$ cat src/rtl/ivd_cfg.svh
/*
  constants of the interrupt vector dispatch block: register byte offsets,
  reset values, field positions and vector table offsets.
  assumes it is included by bare name from the top module and the testbench.
*/
`ifndef IVD_CFG_SVH
`define IVD_CFG_SVH
// ==========================================================================
// register byte offsets (one aligned 32-bit word each)
`define IVD_OFS_CTRL 5'h00
`define IVD_OFS_PEND 5'h04
`define IVD_OFS_PEN 5'h08
`define IVD_OFS_STAT 5'h0c
`define IVD_OFS_MASK 5'h10
`define IVD_OFS_LAST 5'h14
// ==========================================================================
// control register fields and reset value
`define IVD_CTRL_GIE 0
`define IVD_CTRL_EDGE 1
`define IVD_CTRL_EXTEN 2
`define IVD_CTRL_RST 3'h0
// pending register fields
`define IVD_PEND_EXT 0
`define IVD_PEND_NMI 1
// status / mask event bits
`define IVD_EV_EXT 0
`define IVD_EV_TRAP 1
`define IVD_EV_DONE 2
`define IVD_EV_DFLT 3
`define IVD_MASK_RST 4'h0
// ==========================================================================
// vector table low-byte offsets
`define IVD_VEC_TRAP 8'hfe
`define IVD_VEC_EXT 8'hfa
`define IVD_VEC_DFLT 8'he0
// peripheral slots, highest rank first: f8 f6 f4 f2 ee ec ea e8 e6 e4 e2
`define IVD_SLOT_OFFS 88'hf8_f6_f4_f2_ee_ec_ea_e8_e6_e4_e2
`endif

$ cat src/rtl/ivd_pkg.sv
/*
  types of the interrupt vector dispatch block.
  assumes ivd_cfg.svh holds every number; this package only holds types.
*/
package ivd_pkg;
  // ========================================================================
  // dispatch sequencer states, gray coded along idle -> hi -> lo -> load
  typedef enum logic [1:0] {
    IVD_IDLE = 2'b00,
    IVD_RD_HI = 2'b01,
    IVD_RD_LO = 2'b11,
    IVD_LOAD = 2'b10
  } ivd_state_t;
endpackage : ivd_pkg

$ cat src/rtl/ivd_top.sv
/*
  interrupt priority arbiter and vector dispatch of an 8-bit core, with an
  ahb-lite register slave, external pin edge detection and event interrupt.
  assumes the core sequencer and program memory run on hclk; the external
  pin is asynchronous; peripheral pending lines are synchronous to hclk.
*/
// Contract
// - dispatch instruction starts arbitration over all active sources by fixed rank
// - arbiter yields an even byte from e0 to fe for the top source
// - selection uses state of the first dispatch cycle only
// - active software trap always yields fe
// - external interrupt without trap yields fa; lower ranks lower even values
// - offset replaces only the low pc byte, upper byte kept unless the low byte is ff
// - vector read from program memory is loaded into the pc
// - nmi pending cleared by clear instruction and by reset
// - edge select set makes the external pin trigger on falling edge
// - software clears external pending; return instruction sets global enable
// - nothing enabled and pending selects the default e0 entry
// - vector is 15 bits, high byte at the lower address
// - entries rise by two bytes with rank, skipping f0 and fc; trap always at fe/ff
// - dispatch at last address of a block takes table from next block
`timescale 1ns/100ps
`include "ivd_cfg.svh"

module ivd_top
  import ivd_pkg::*;
#(
  parameter int NPER = 11
) (
  // clock and reset
  input wire logic hclk,
  input wire logic hresetn,
  // ahb-lite slave
  input wire logic hsel,
  input wire logic [31:0] haddr,
  input wire logic [1:0] htrans,
  input wire logic hwrite,
  input wire logic [2:0] hsize,
  input wire logic [31:0] hwdata,
  input wire logic hready,
  output logic hreadyout,
  output logic hresp,
  output logic [31:0] hrdata,
  // core instruction strobes
  input wire logic vector_dispatch_instruction,
  input wire logic [14:0] dispatch_pc,
  input wire logic clear_nmi_pending_instruction,
  input wire logic trap_instruction,
  input wire logic interrupt_return_instruction,
  input wire logic int_taken,
  // program counter load
  output logic pc_load,
  output logic [14:0] pc_value,
  output logic dispatch_busy,
  // program memory read port
  output logic pm_req,
  output logic [14:0] pm_addr,
  input wire logic [7:0] pm_rdata,
  input wire logic pm_ack,
  // interrupt sources
  input wire logic ext_pin,
  input wire logic [NPER-1:0] periph_pend,
  // requests
  output logic core_int_req,
  output logic irq
);

  // ========================================================================
  // state
  typedef struct packed {
    ivd_state_t state;
    logic [1:0] ext_sync;
    logic ext_prev;
    logic [2:0] ext_fill; // pin pipeline refill count after reset
    logic global_int_enable;
    logic ext_edge_select;
    logic ext_en;
    logic ext_int_pending;
    logic nmi_pending;
    logic [NPER-1:0] per_en;
    logic [3:0] stat;
    logic [3:0] mask;
    logic [7:0] sel_off;
    logic [6:0] tbl_blk;
    logic [6:0] vec_hi;
    logic [14:0] pc_value;
    logic pc_load;
    logic [7:0] last_off;
    logic [14:0] last_vec;
    logic wr_pend;
    logic [4:0] wr_ofs;
    logic [31:0] hrdata;
  } ivd_regs_t;

  ivd_regs_t q_r;
  ivd_regs_t q_nxt;

  // slot table cut to the number of peripheral lines actually built
  localparam logic [8*NPER-1:0] SLOT_OFFS = (8*NPER)'(`IVD_SLOT_OFFS);

  // ========================================================================
  // arbitration
  logic ext_edge;
  logic ext_act;
  logic [NPER-1:0] per_act;
  logic [7:0] arb_off;
  logic ahb_take;
  logic [4:0] a_ofs;

  // pin edge seen only after the second synchroniser stage; the detector is
  // held off until the pipeline has refilled after reset, so a pin that
  // idles high does not fake a rising edge
  always_comb begin
    ext_edge = 1'b0;
    if (q_r.ext_fill[2]) begin
      if (q_r.ext_edge_select) begin
        ext_edge = q_r.ext_prev & ~q_r.ext_sync[1];
      end else begin
        ext_edge = ~q_r.ext_prev & q_r.ext_sync[1];
      end
    end
  end

  assign ext_act = q_r.ext_en & q_r.ext_int_pending;
  assign per_act = q_r.per_en & periph_pend;

  // global enable is ignored here: the dispatcher runs inside the service
  // routine, where global enable has already been dropped by the core
  // fixed rank, trap first; scan lowest rank upward so highest wins
  always_comb begin
    arb_off = `IVD_VEC_DFLT;
    for (int i = NPER - 1; i >= 0; i--) begin
      if (per_act[i]) begin
        arb_off = SLOT_OFFS[8*(NPER-1-i) +: 8];
      end
    end
    if (ext_act) begin
      arb_off = `IVD_VEC_EXT;
    end
    if (q_r.nmi_pending) begin
      arb_off = `IVD_VEC_TRAP;
    end
  end

  assign ahb_take = hsel & htrans[1] & hready;
  assign a_ofs = haddr[4:0];

  // ========================================================================
  // next state
  always_comb begin
    q_nxt = q_r;
    q_nxt.pc_load = 1'b0;
    q_nxt.ext_sync = {q_r.ext_sync[0], ext_pin};
    q_nxt.ext_prev = q_r.ext_sync[1];
    q_nxt.ext_fill = {q_r.ext_fill[1:0], 1'b1}; // arms the edge detector

    // dispatch sequencer
    // a dispatch pulse outside idle is dropped without notice; the core never
    // issues one while the previous vector fetch is still running
    case (q_r.state)
      IVD_IDLE: begin
        if (vector_dispatch_instruction) begin
          // decision frozen here; later source changes are ignored
          q_nxt.sel_off = arb_off;
          if (dispatch_pc[7:0] == 8'hff) begin
            q_nxt.tbl_blk = dispatch_pc[14:8] + 7'h01;
          end else begin
            q_nxt.tbl_blk = dispatch_pc[14:8];
          end
          q_nxt.state = IVD_RD_HI;
        end
      end
      IVD_RD_HI: begin
        if (pm_ack) begin
          q_nxt.vec_hi = pm_rdata[6:0];
          q_nxt.state = IVD_RD_LO;
        end
      end
      IVD_RD_LO: begin
        if (pm_ack) begin
          q_nxt.pc_value = {q_r.vec_hi, pm_rdata};
          q_nxt.state = IVD_LOAD;
        end
      end
      IVD_LOAD: begin
        q_nxt.pc_load = 1'b1;
        q_nxt.last_off = q_r.sel_off;
        q_nxt.last_vec = q_r.pc_value;
        q_nxt.state = IVD_IDLE;
      end
      default: begin
        q_nxt.state = IVD_IDLE;
      end
    endcase

    // ahb data phase of a write
    // the slave never stalls, so the word lands at the edge closing the data
    // phase and is readable from the following address phase on
    q_nxt.wr_pend = ahb_take & hwrite;
    if (ahb_take) begin
      q_nxt.wr_ofs = a_ofs;
    end
    if (q_r.wr_pend) begin
      case (q_r.wr_ofs)
        `IVD_OFS_CTRL: begin
          q_nxt.global_int_enable = hwdata[`IVD_CTRL_GIE];
          q_nxt.ext_edge_select = hwdata[`IVD_CTRL_EDGE];
          q_nxt.ext_en = hwdata[`IVD_CTRL_EXTEN];
        end
        `IVD_OFS_PEND: begin
          if (hwdata[`IVD_PEND_EXT]) begin
            q_nxt.ext_int_pending = 1'b0;
          end
        end
        `IVD_OFS_PEN: begin
          q_nxt.per_en = hwdata[NPER-1:0];
        end
        `IVD_OFS_STAT: begin
          q_nxt.stat = q_r.stat & ~hwdata[3:0];
        end
        `IVD_OFS_MASK: begin
          q_nxt.mask = hwdata[3:0];
        end
        default: begin
          q_nxt.mask = q_r.mask;
        end
      endcase
    end

    // global enable: taken interrupt clears, return sets (return wins)
    // a return that overlaps a new entry thus leaves interrupts enabled,
    // so a nested return through the dispatcher is not lost
    if (int_taken) begin
      q_nxt.global_int_enable = 1'b0;
    end
    if (interrupt_return_instruction) begin
      q_nxt.global_int_enable = 1'b1;
    end

    // pending flags: hardware set beats any clear in the same cycle
    // a clear instruction that meets a new trap leaves the flag set, so a
    // trap raised inside its own service routine is never dropped
    if (clear_nmi_pending_instruction) begin
      q_nxt.nmi_pending = 1'b0;
    end
    if (trap_instruction) begin
      q_nxt.nmi_pending = 1'b1;
    end
    if (ext_edge) begin
      q_nxt.ext_int_pending = 1'b1;
    end

    // sticky events, set wins over write-one-to-clear
    if (ext_edge) begin
      q_nxt.stat[`IVD_EV_EXT] = 1'b1;
    end
    if (trap_instruction) begin
      q_nxt.stat[`IVD_EV_TRAP] = 1'b1;
    end
    if (q_r.state == IVD_LOAD) begin
      q_nxt.stat[`IVD_EV_DONE] = 1'b1;
      if (q_r.sel_off == `IVD_VEC_DFLT) begin
        q_nxt.stat[`IVD_EV_DFLT] = 1'b1;
      end
    end

    // read data captured in the address phase, unmapped reads zero
    // a read right behind a write to the same word still returns the old
    // value; software that needs the new one leaves a transfer between them
    // in exchange the slave answers with no wait state at all
    q_nxt.hrdata = 32'h0000_0000;
    if (ahb_take & ~hwrite) begin
      case (a_ofs)
        `IVD_OFS_CTRL: begin
          q_nxt.hrdata[`IVD_CTRL_GIE] = q_r.global_int_enable;
          q_nxt.hrdata[`IVD_CTRL_EDGE] = q_r.ext_edge_select;
          q_nxt.hrdata[`IVD_CTRL_EXTEN] = q_r.ext_en;
        end
        `IVD_OFS_PEND: begin
          q_nxt.hrdata[`IVD_PEND_EXT] = q_r.ext_int_pending;
          q_nxt.hrdata[`IVD_PEND_NMI] = q_r.nmi_pending;
        end
        `IVD_OFS_PEN: begin
          q_nxt.hrdata[NPER-1:0] = q_r.per_en;
        end
        `IVD_OFS_STAT: begin
          q_nxt.hrdata[3:0] = q_r.stat;
        end
        `IVD_OFS_MASK: begin
          q_nxt.hrdata[3:0] = q_r.mask;
        end
        `IVD_OFS_LAST: begin
          q_nxt.hrdata[7:0] = q_r.last_off;
          q_nxt.hrdata[30:16] = q_r.last_vec;
        end
        default: begin
          q_nxt.hrdata = 32'h0000_0000;
        end
      endcase
    end
  end

  // ========================================================================
  // registers; reset also clears the nmi pending flag
  // every field resets to zero except the ones named below
  always_ff @(posedge hclk or negedge hresetn) begin
    if (!hresetn) begin
      q_r <= '0;
      q_r.state <= IVD_IDLE;
      q_r.mask <= `IVD_MASK_RST;
    end else begin
      q_r <= q_nxt;
    end
  end

  // ========================================================================
  // outputs
  assign hreadyout = 1'b1; // zero wait states, always okay
  assign hresp = 1'b0;
  assign hrdata = q_r.hrdata;
  assign pc_load = q_r.pc_load;
  assign pc_value = q_r.pc_value;
  assign dispatch_busy = (q_r.state != IVD_IDLE);

  // table entry: only the low pc byte is replaced by the offset
  // request and address stand until acknowledged, so the program memory may
  // insert any number of wait states
  always_comb begin
    pm_req = (q_r.state == IVD_RD_HI) | (q_r.state == IVD_RD_LO);
    if (q_r.state == IVD_RD_LO) begin
      pm_addr = {q_r.tbl_blk, q_r.sel_off | 8'h01};
    end else begin
      pm_addr = {q_r.tbl_blk, q_r.sel_off};
    end
  end

  // trap requests regardless of global enable; maskable ones need it
  // the level drops as soon as the pending or enable bits are cleared
  assign core_int_req = q_r.nmi_pending |
    (q_r.global_int_enable & (ext_act | (|per_act)));
  assign irq = |(q_r.stat & q_r.mask);

endmodule : ivd_top

$ cat config.mk
export PLATFORM = sky130hd
export DESIGN_NAME = ivd_top
export DESIGN_NICKNAME = d
export VERILOG_FILES = /design/src/rtl/ivd_pkg.sv /design/src/rtl/ivd_top.sv
export VERILOG_INCLUDE_DIRS = /design/src /design/src/rtl
export SDC_FILE = /design/constraint.sdc
export NUM_CORES = 1
export LEC_CHECK = 0
export ABC_AREA = 1
export BUFFER_PORTS_ARGS = -buffer_cell sky130_fd_sc_hd__buf_2
export CORE_ASPECT_RATIO = 1.25
export CORE_UTILIZATION = 55
export CTS_CLUSTER_SIZE = 40
export DETAILED_ROUTE_END_ITERATION = 8
export GPL_ROUTABILITY_DRIVEN = 0
export PLACE_DENSITY_LB_ADDON = 0.15
export RECOVER_POWER = 25
export SYNTH_ARGS = -nofsm -noshare
export SYNTH_HDL_FRONTEND = slang
export SYNTH_SLANG_ARGS = --single-unit
$ cat constraint.sdc
create_clock -name hclk -period 2.3 [get_ports hclk]
set_input_delay 0.115 -clock hclk [delete_from_list [all_inputs] [get_ports hclk]]
set_output_delay 0.115 -clock hclk [all_outputs]
set_load 0.005 [all_outputs]
---- Word-level counts from Yosys, hierarchy flattened ----
Cells that the tools add are included.
word-level totals
  register bits after elaboration ......... 131
  bits of input ports ..................... 115
  logic and storage cells ................. 135
  output and inout port bits .............. 69
cells by class
  reduce and logical (&&, ||, !) cells .... 29
  $add $sub $neg .......................... 1
  equality and inequality tests ........... 17
  multiplexer cells ....................... 45
  bitwise logic cells ..................... 18
operator list
  cell                                                             count
  8-bit two-way mux                                                13
  31-bit two-way mux                                               1
  24-bit two-way mux                                               1
  5-bit by 4-bit == test with 1-bit output, second input constant  4
  2-bit AND reduction                                              10
  2-bit nonzero test                                               10
  8-bit == test, second input constant                             2
  5-bit == test, second input constant                             3
  15-bit two-way mux                                               1
  1-bit two-way mux                                                13
  4-bit two-way mux                                                3
  2-bit one-hot mux with 6 select lines                            1
  11-bit AND                                                       1
  11-bit OR reduction                                              1
  5-bit by 3-bit == test with 1-bit output, second input constant  2
  5-bit zero test                                                  2
  2-bit two-way mux                                                5
  1-bit AND                                                        8
  4-bit AND                                                        2
  2-bit one-hot mux with 4 select lines                            1
  4-bit one-hot mux with 2 select lines                            1
  7-bit by 1-bit adder with 7-bit output, second input constant    1
  7-bit two-way mux                                                1
  3-bit two-way mux                                                2
  other kinds (12)                                                 21

---- Depth between registers and ports, before layout ----
  depth in word-level cells ............... 14
  gate-level depth with buffers ........... 12
  depth with buffers taken out ............ 12

---- Worst setup path after synthesis ----
No wires, ideal clock.
  kind .................................... flip-flop to flip-flop
  from .................................... register q_r[36] (netlist bit)
  to ...................................... register q_r[116] (netlist bit)
  path slack .............................. 1113 ps
  period minus slack after synthesis ...... 1187 ps
  data required time ...................... 2176 ps
  data arrival time ....................... 1063 ps
  setup time .............................. 124 ps
  buffers on the path ..................... 1
  stages on the path, launching flop included .. 8
  path through ............................ dfrtp_1 -> inv_1 -> nand2_1 -> nor2_1 -> nand2_2 -> buf_2 -> nor2_1 -> a21oi_1
on the way
  longest elaborated chain between the ends .. 2
RTL lines
  item                                      line            text
  start: declaration                        ivd_top.sv:95   ivd_regs_t q_r;
  start signal: assignment                  ivd_top.sv:312  q_r <= q_nxt;
  5-bit by 4-bit == test with 1-bit output  ivd_top.sv:204  case (q_r.wr_ofs)
  2-bit AND reduction (no source line)      -
No other way between the ends.
A chain may end at the register's enable or synchronous reset.

---- Worst setup path in the final report ----
  from .................................... register q_r[119] (netlist bit)
  to ...................................... output port core_int_req
on the way
  longest elaborated chain between the ends .. 4
RTL lines
  item              line            text
  1-bit AND         ivd_top.sv:124  assign ext_act = q_r.ext_en & q_r.ext_int_pending;
  1-bit OR          ivd_top.sv:340  (q_r.global_int_enable & (ext_act | (|per_act)));
  1-bit AND         ivd_top.sv:340
  1-bit OR          ivd_top.sv:339  assign core_int_req = q_r.nmi_pending |
  end: declaration  ivd_top.sv:64   output logic core_int_req,
No other way between the ends.

==> out/metrics.yaml <==
holdPathEnd: "q_r[33]"
drc: 0
regArea_sq_um: 2980
die_h_um: 114
cp-end-kind: "output pin"
post_cts_buffers: 0
grt_pass1_vias: 4065
synth_cell_types: 38
cpMaxStageDelayCell: "dfrtp_1"
rrSetupSlack_ns: 0.55
cts_tree: "done"
first_pass_iters: 7
leakagePower_nw: 3.48
finClkSkew_ns: 0.0147
cp.arrival_ns: 1.67
ios: 184
cap_violations: 0
netlist_area_sq_um: 5500
max_stage_delay_ns: 0.40
utilization_pct: 68.4
status: "finished clean"
syn_inst: 620
cp_cell_sequence: "nand2_1 > nand2_1 > nor3_1 > nand2_1 > nand2_1 > nand2_1 > buf_2"
ir_drop_mv: 0.743
route.vias.total: 4128
cp_common_cell: "nand2_1"
hp-start: "haddr[1]"
synth_edf_count: 0
fillers: 789
grt_pass1_wl_um: 19000
max_slew.worst_pin.slew_ns: 0.955
pre_cts_ws_ns: 0.559
path_buf_inv: 1
crit_type: "reg -> out"
maxSlewHeadroom_pct: 36.3
wl_per_cell_um: 13.2
synthArstFlopShare_pct: 100
diodes: 0
antenna_found_initial: 0
gr-total-overflow: 0
ys_ff_latch: 119
setup_viol: 0
timing.setup.tns_ns: 0
dp_hpwl_um: 7830
cp_top_family: "simple AND/OR/NAND/NOR gates"
critPathLaunchType: "register"
rows: 40
cts.path.max_buffers: 2
netlist_top_cells_area: "dfrtp_1 (54%), nand2_1 (12%), buf_4 (8.7%)"
rsz0062_at_grt: "no"
clk_pin_slew_ns: 0.05
synth_top_area_share_pct: 54.2
fp.coreArea_sq_um: 9660
routed_wl_um: 11300
clk-insertion-delay-late_ns: 0.40
avgSynthCellArea_sq_um: 8.87
fin_crit_ns: 1.78
multi_input_area_sq_um: 1740
cts_max_level: 4
synth_warnings: 0
root_buffer: "clkbuf_16"
dieArea_sq_um: 10400
clock-sinks: 119
cp_max_fo: 4
reg2regPathDepth: 7
synth_commonest_cells: "nand2_1 (171), dfrtp_1 (119), buf_4 (64)"
synth_seq_area_share_pct: 54.2
slew_violations: 0
finalInstanceArea_sq_um: 6600
port-buffer-count: 123
yosysTopAreaCell: "dfrtp_1"
finalWorstSetupSlack_ns: 0.518
start_util_pct: 56.9
num-nets-final: 833
numCtsBuffers: 17
first_iter_violations: 307
crit_path_start: "q_r[119]"
synthToLayoutAreaGrowth_pct: 20.1
power_density_nw_per_um2: 1110
drt-vias-per-instance: 4.82
synth_flop_cell: "dfrtp_1"
min_path_cells: 3
hold_path.class: "in -> reg"
final-hold-violation-count: 0
fmax_ghz: 0.561
r2r-end: "q_r[122]"
total_power_mw: 7.31
grt_max_degree: 50
grt_usage_pct: 23.5
r2r_start: "q_r[36]"
layout-drive-gt1-share_pct: 27.7
ant_nets: 0
cp.required_ns: 2.18
chipWidth_um: 91.4
yosysMostFrequentCell: "nand2_1"
dpl_cell_area_sq_um: 5770
finalCritPeriodShare_pct: 77.5
[sequential cells by signal, indices dropped and copies added (netlist names)]
register  flops
pc_load       1
q_r          73
q_nxt         4
hrdata       26
pc_value     15
[worst max path at each step]
stage                         to  cells after the start
finish              core_int_req                      7
global route             q_r[43]                      3
floorplan               q_r[116]                      7
detailed placement       q_r[92]                      6
CTS                 core_int_req                      7
global placement         q_r[97]                      4
[final cells by class]
type	count	area share [%]
multi-input combinational	366	26.4
inverter	63	3.58
clock buffer	19	6.56
timing repair buffer	150	13.3
clock inverter	13	2.71
sequential	119	45.1
tap	126	2.39
[routing by layer]
| metal | vias up | track usage, % | wire (um) |
|---|---|---|---|
| li1 | 2064 | - | - |
| met1 | 1927 | 31.2 | 5200 |
| met2 | 127 | 37.7 | 5370 |
| met3 | 10 | 7.00 | 652 |
| met4 | 0 | 6.77 | 112 |
| met5 | - | 0 | 0 |
[report_power, final]
group / switching, mW / internal, mW
clock: 0.905 / 1.80
combinational: 0.905 / 0.623
sequential: 0.390 / 2.68
[what timing repair did]
item                                    in CTS  in global routing
hold buffers                                24                  0
endpoints found under the hold margin       65                  0
resized for setup                            0                  0
endpoints found under the setup margin       0                  0
[cell families after synthesis]
kind of cell             after synthesis  synth area share, %
AND/OR/NAND/NOR                      262                 20.6
buffers and inverters                142                 14.6
flip-flops                           119                 54.2
AO/OA/AOI/OAI                         84                 8.40
multiplexers                           6                 1.23
XOR/XNOR                               4                0.637
other                                  2                0.137
adder cells (fa/ha/maj)                1                0.228
[layout by cell type, fill, tap and decap left out, drive strengths merged, types with 9 or more instances in the layout]
cell,count
nand2,187
o21ai,54
nor2,51
dlygate4sd3,24
conb,9
clkbuf,22
nand3,11
dfrtp,119
inv,64
buf,123
a21oi,20
[worst reg2reg max path: cells and delay by family, from the launching register on]
family                 cells  cell delay, ns
DFF                        1            0.39
buffers and inverters      2            0.62
AOI/OAI and AO/OA          1            0.08
and+or+nand+nor            4            0.53
[stage by stage]
step           hold slack (ns)  std cells
2_1_floorplan           -0.181        627
4_1_cts                0.00665        856
3_3_place_gp             0.114        800
6_report               0.00731        856
3_5_place_dp             0.125        800
5_1_grt                 0.0123        856
Power figures use the tool's default switching activity.
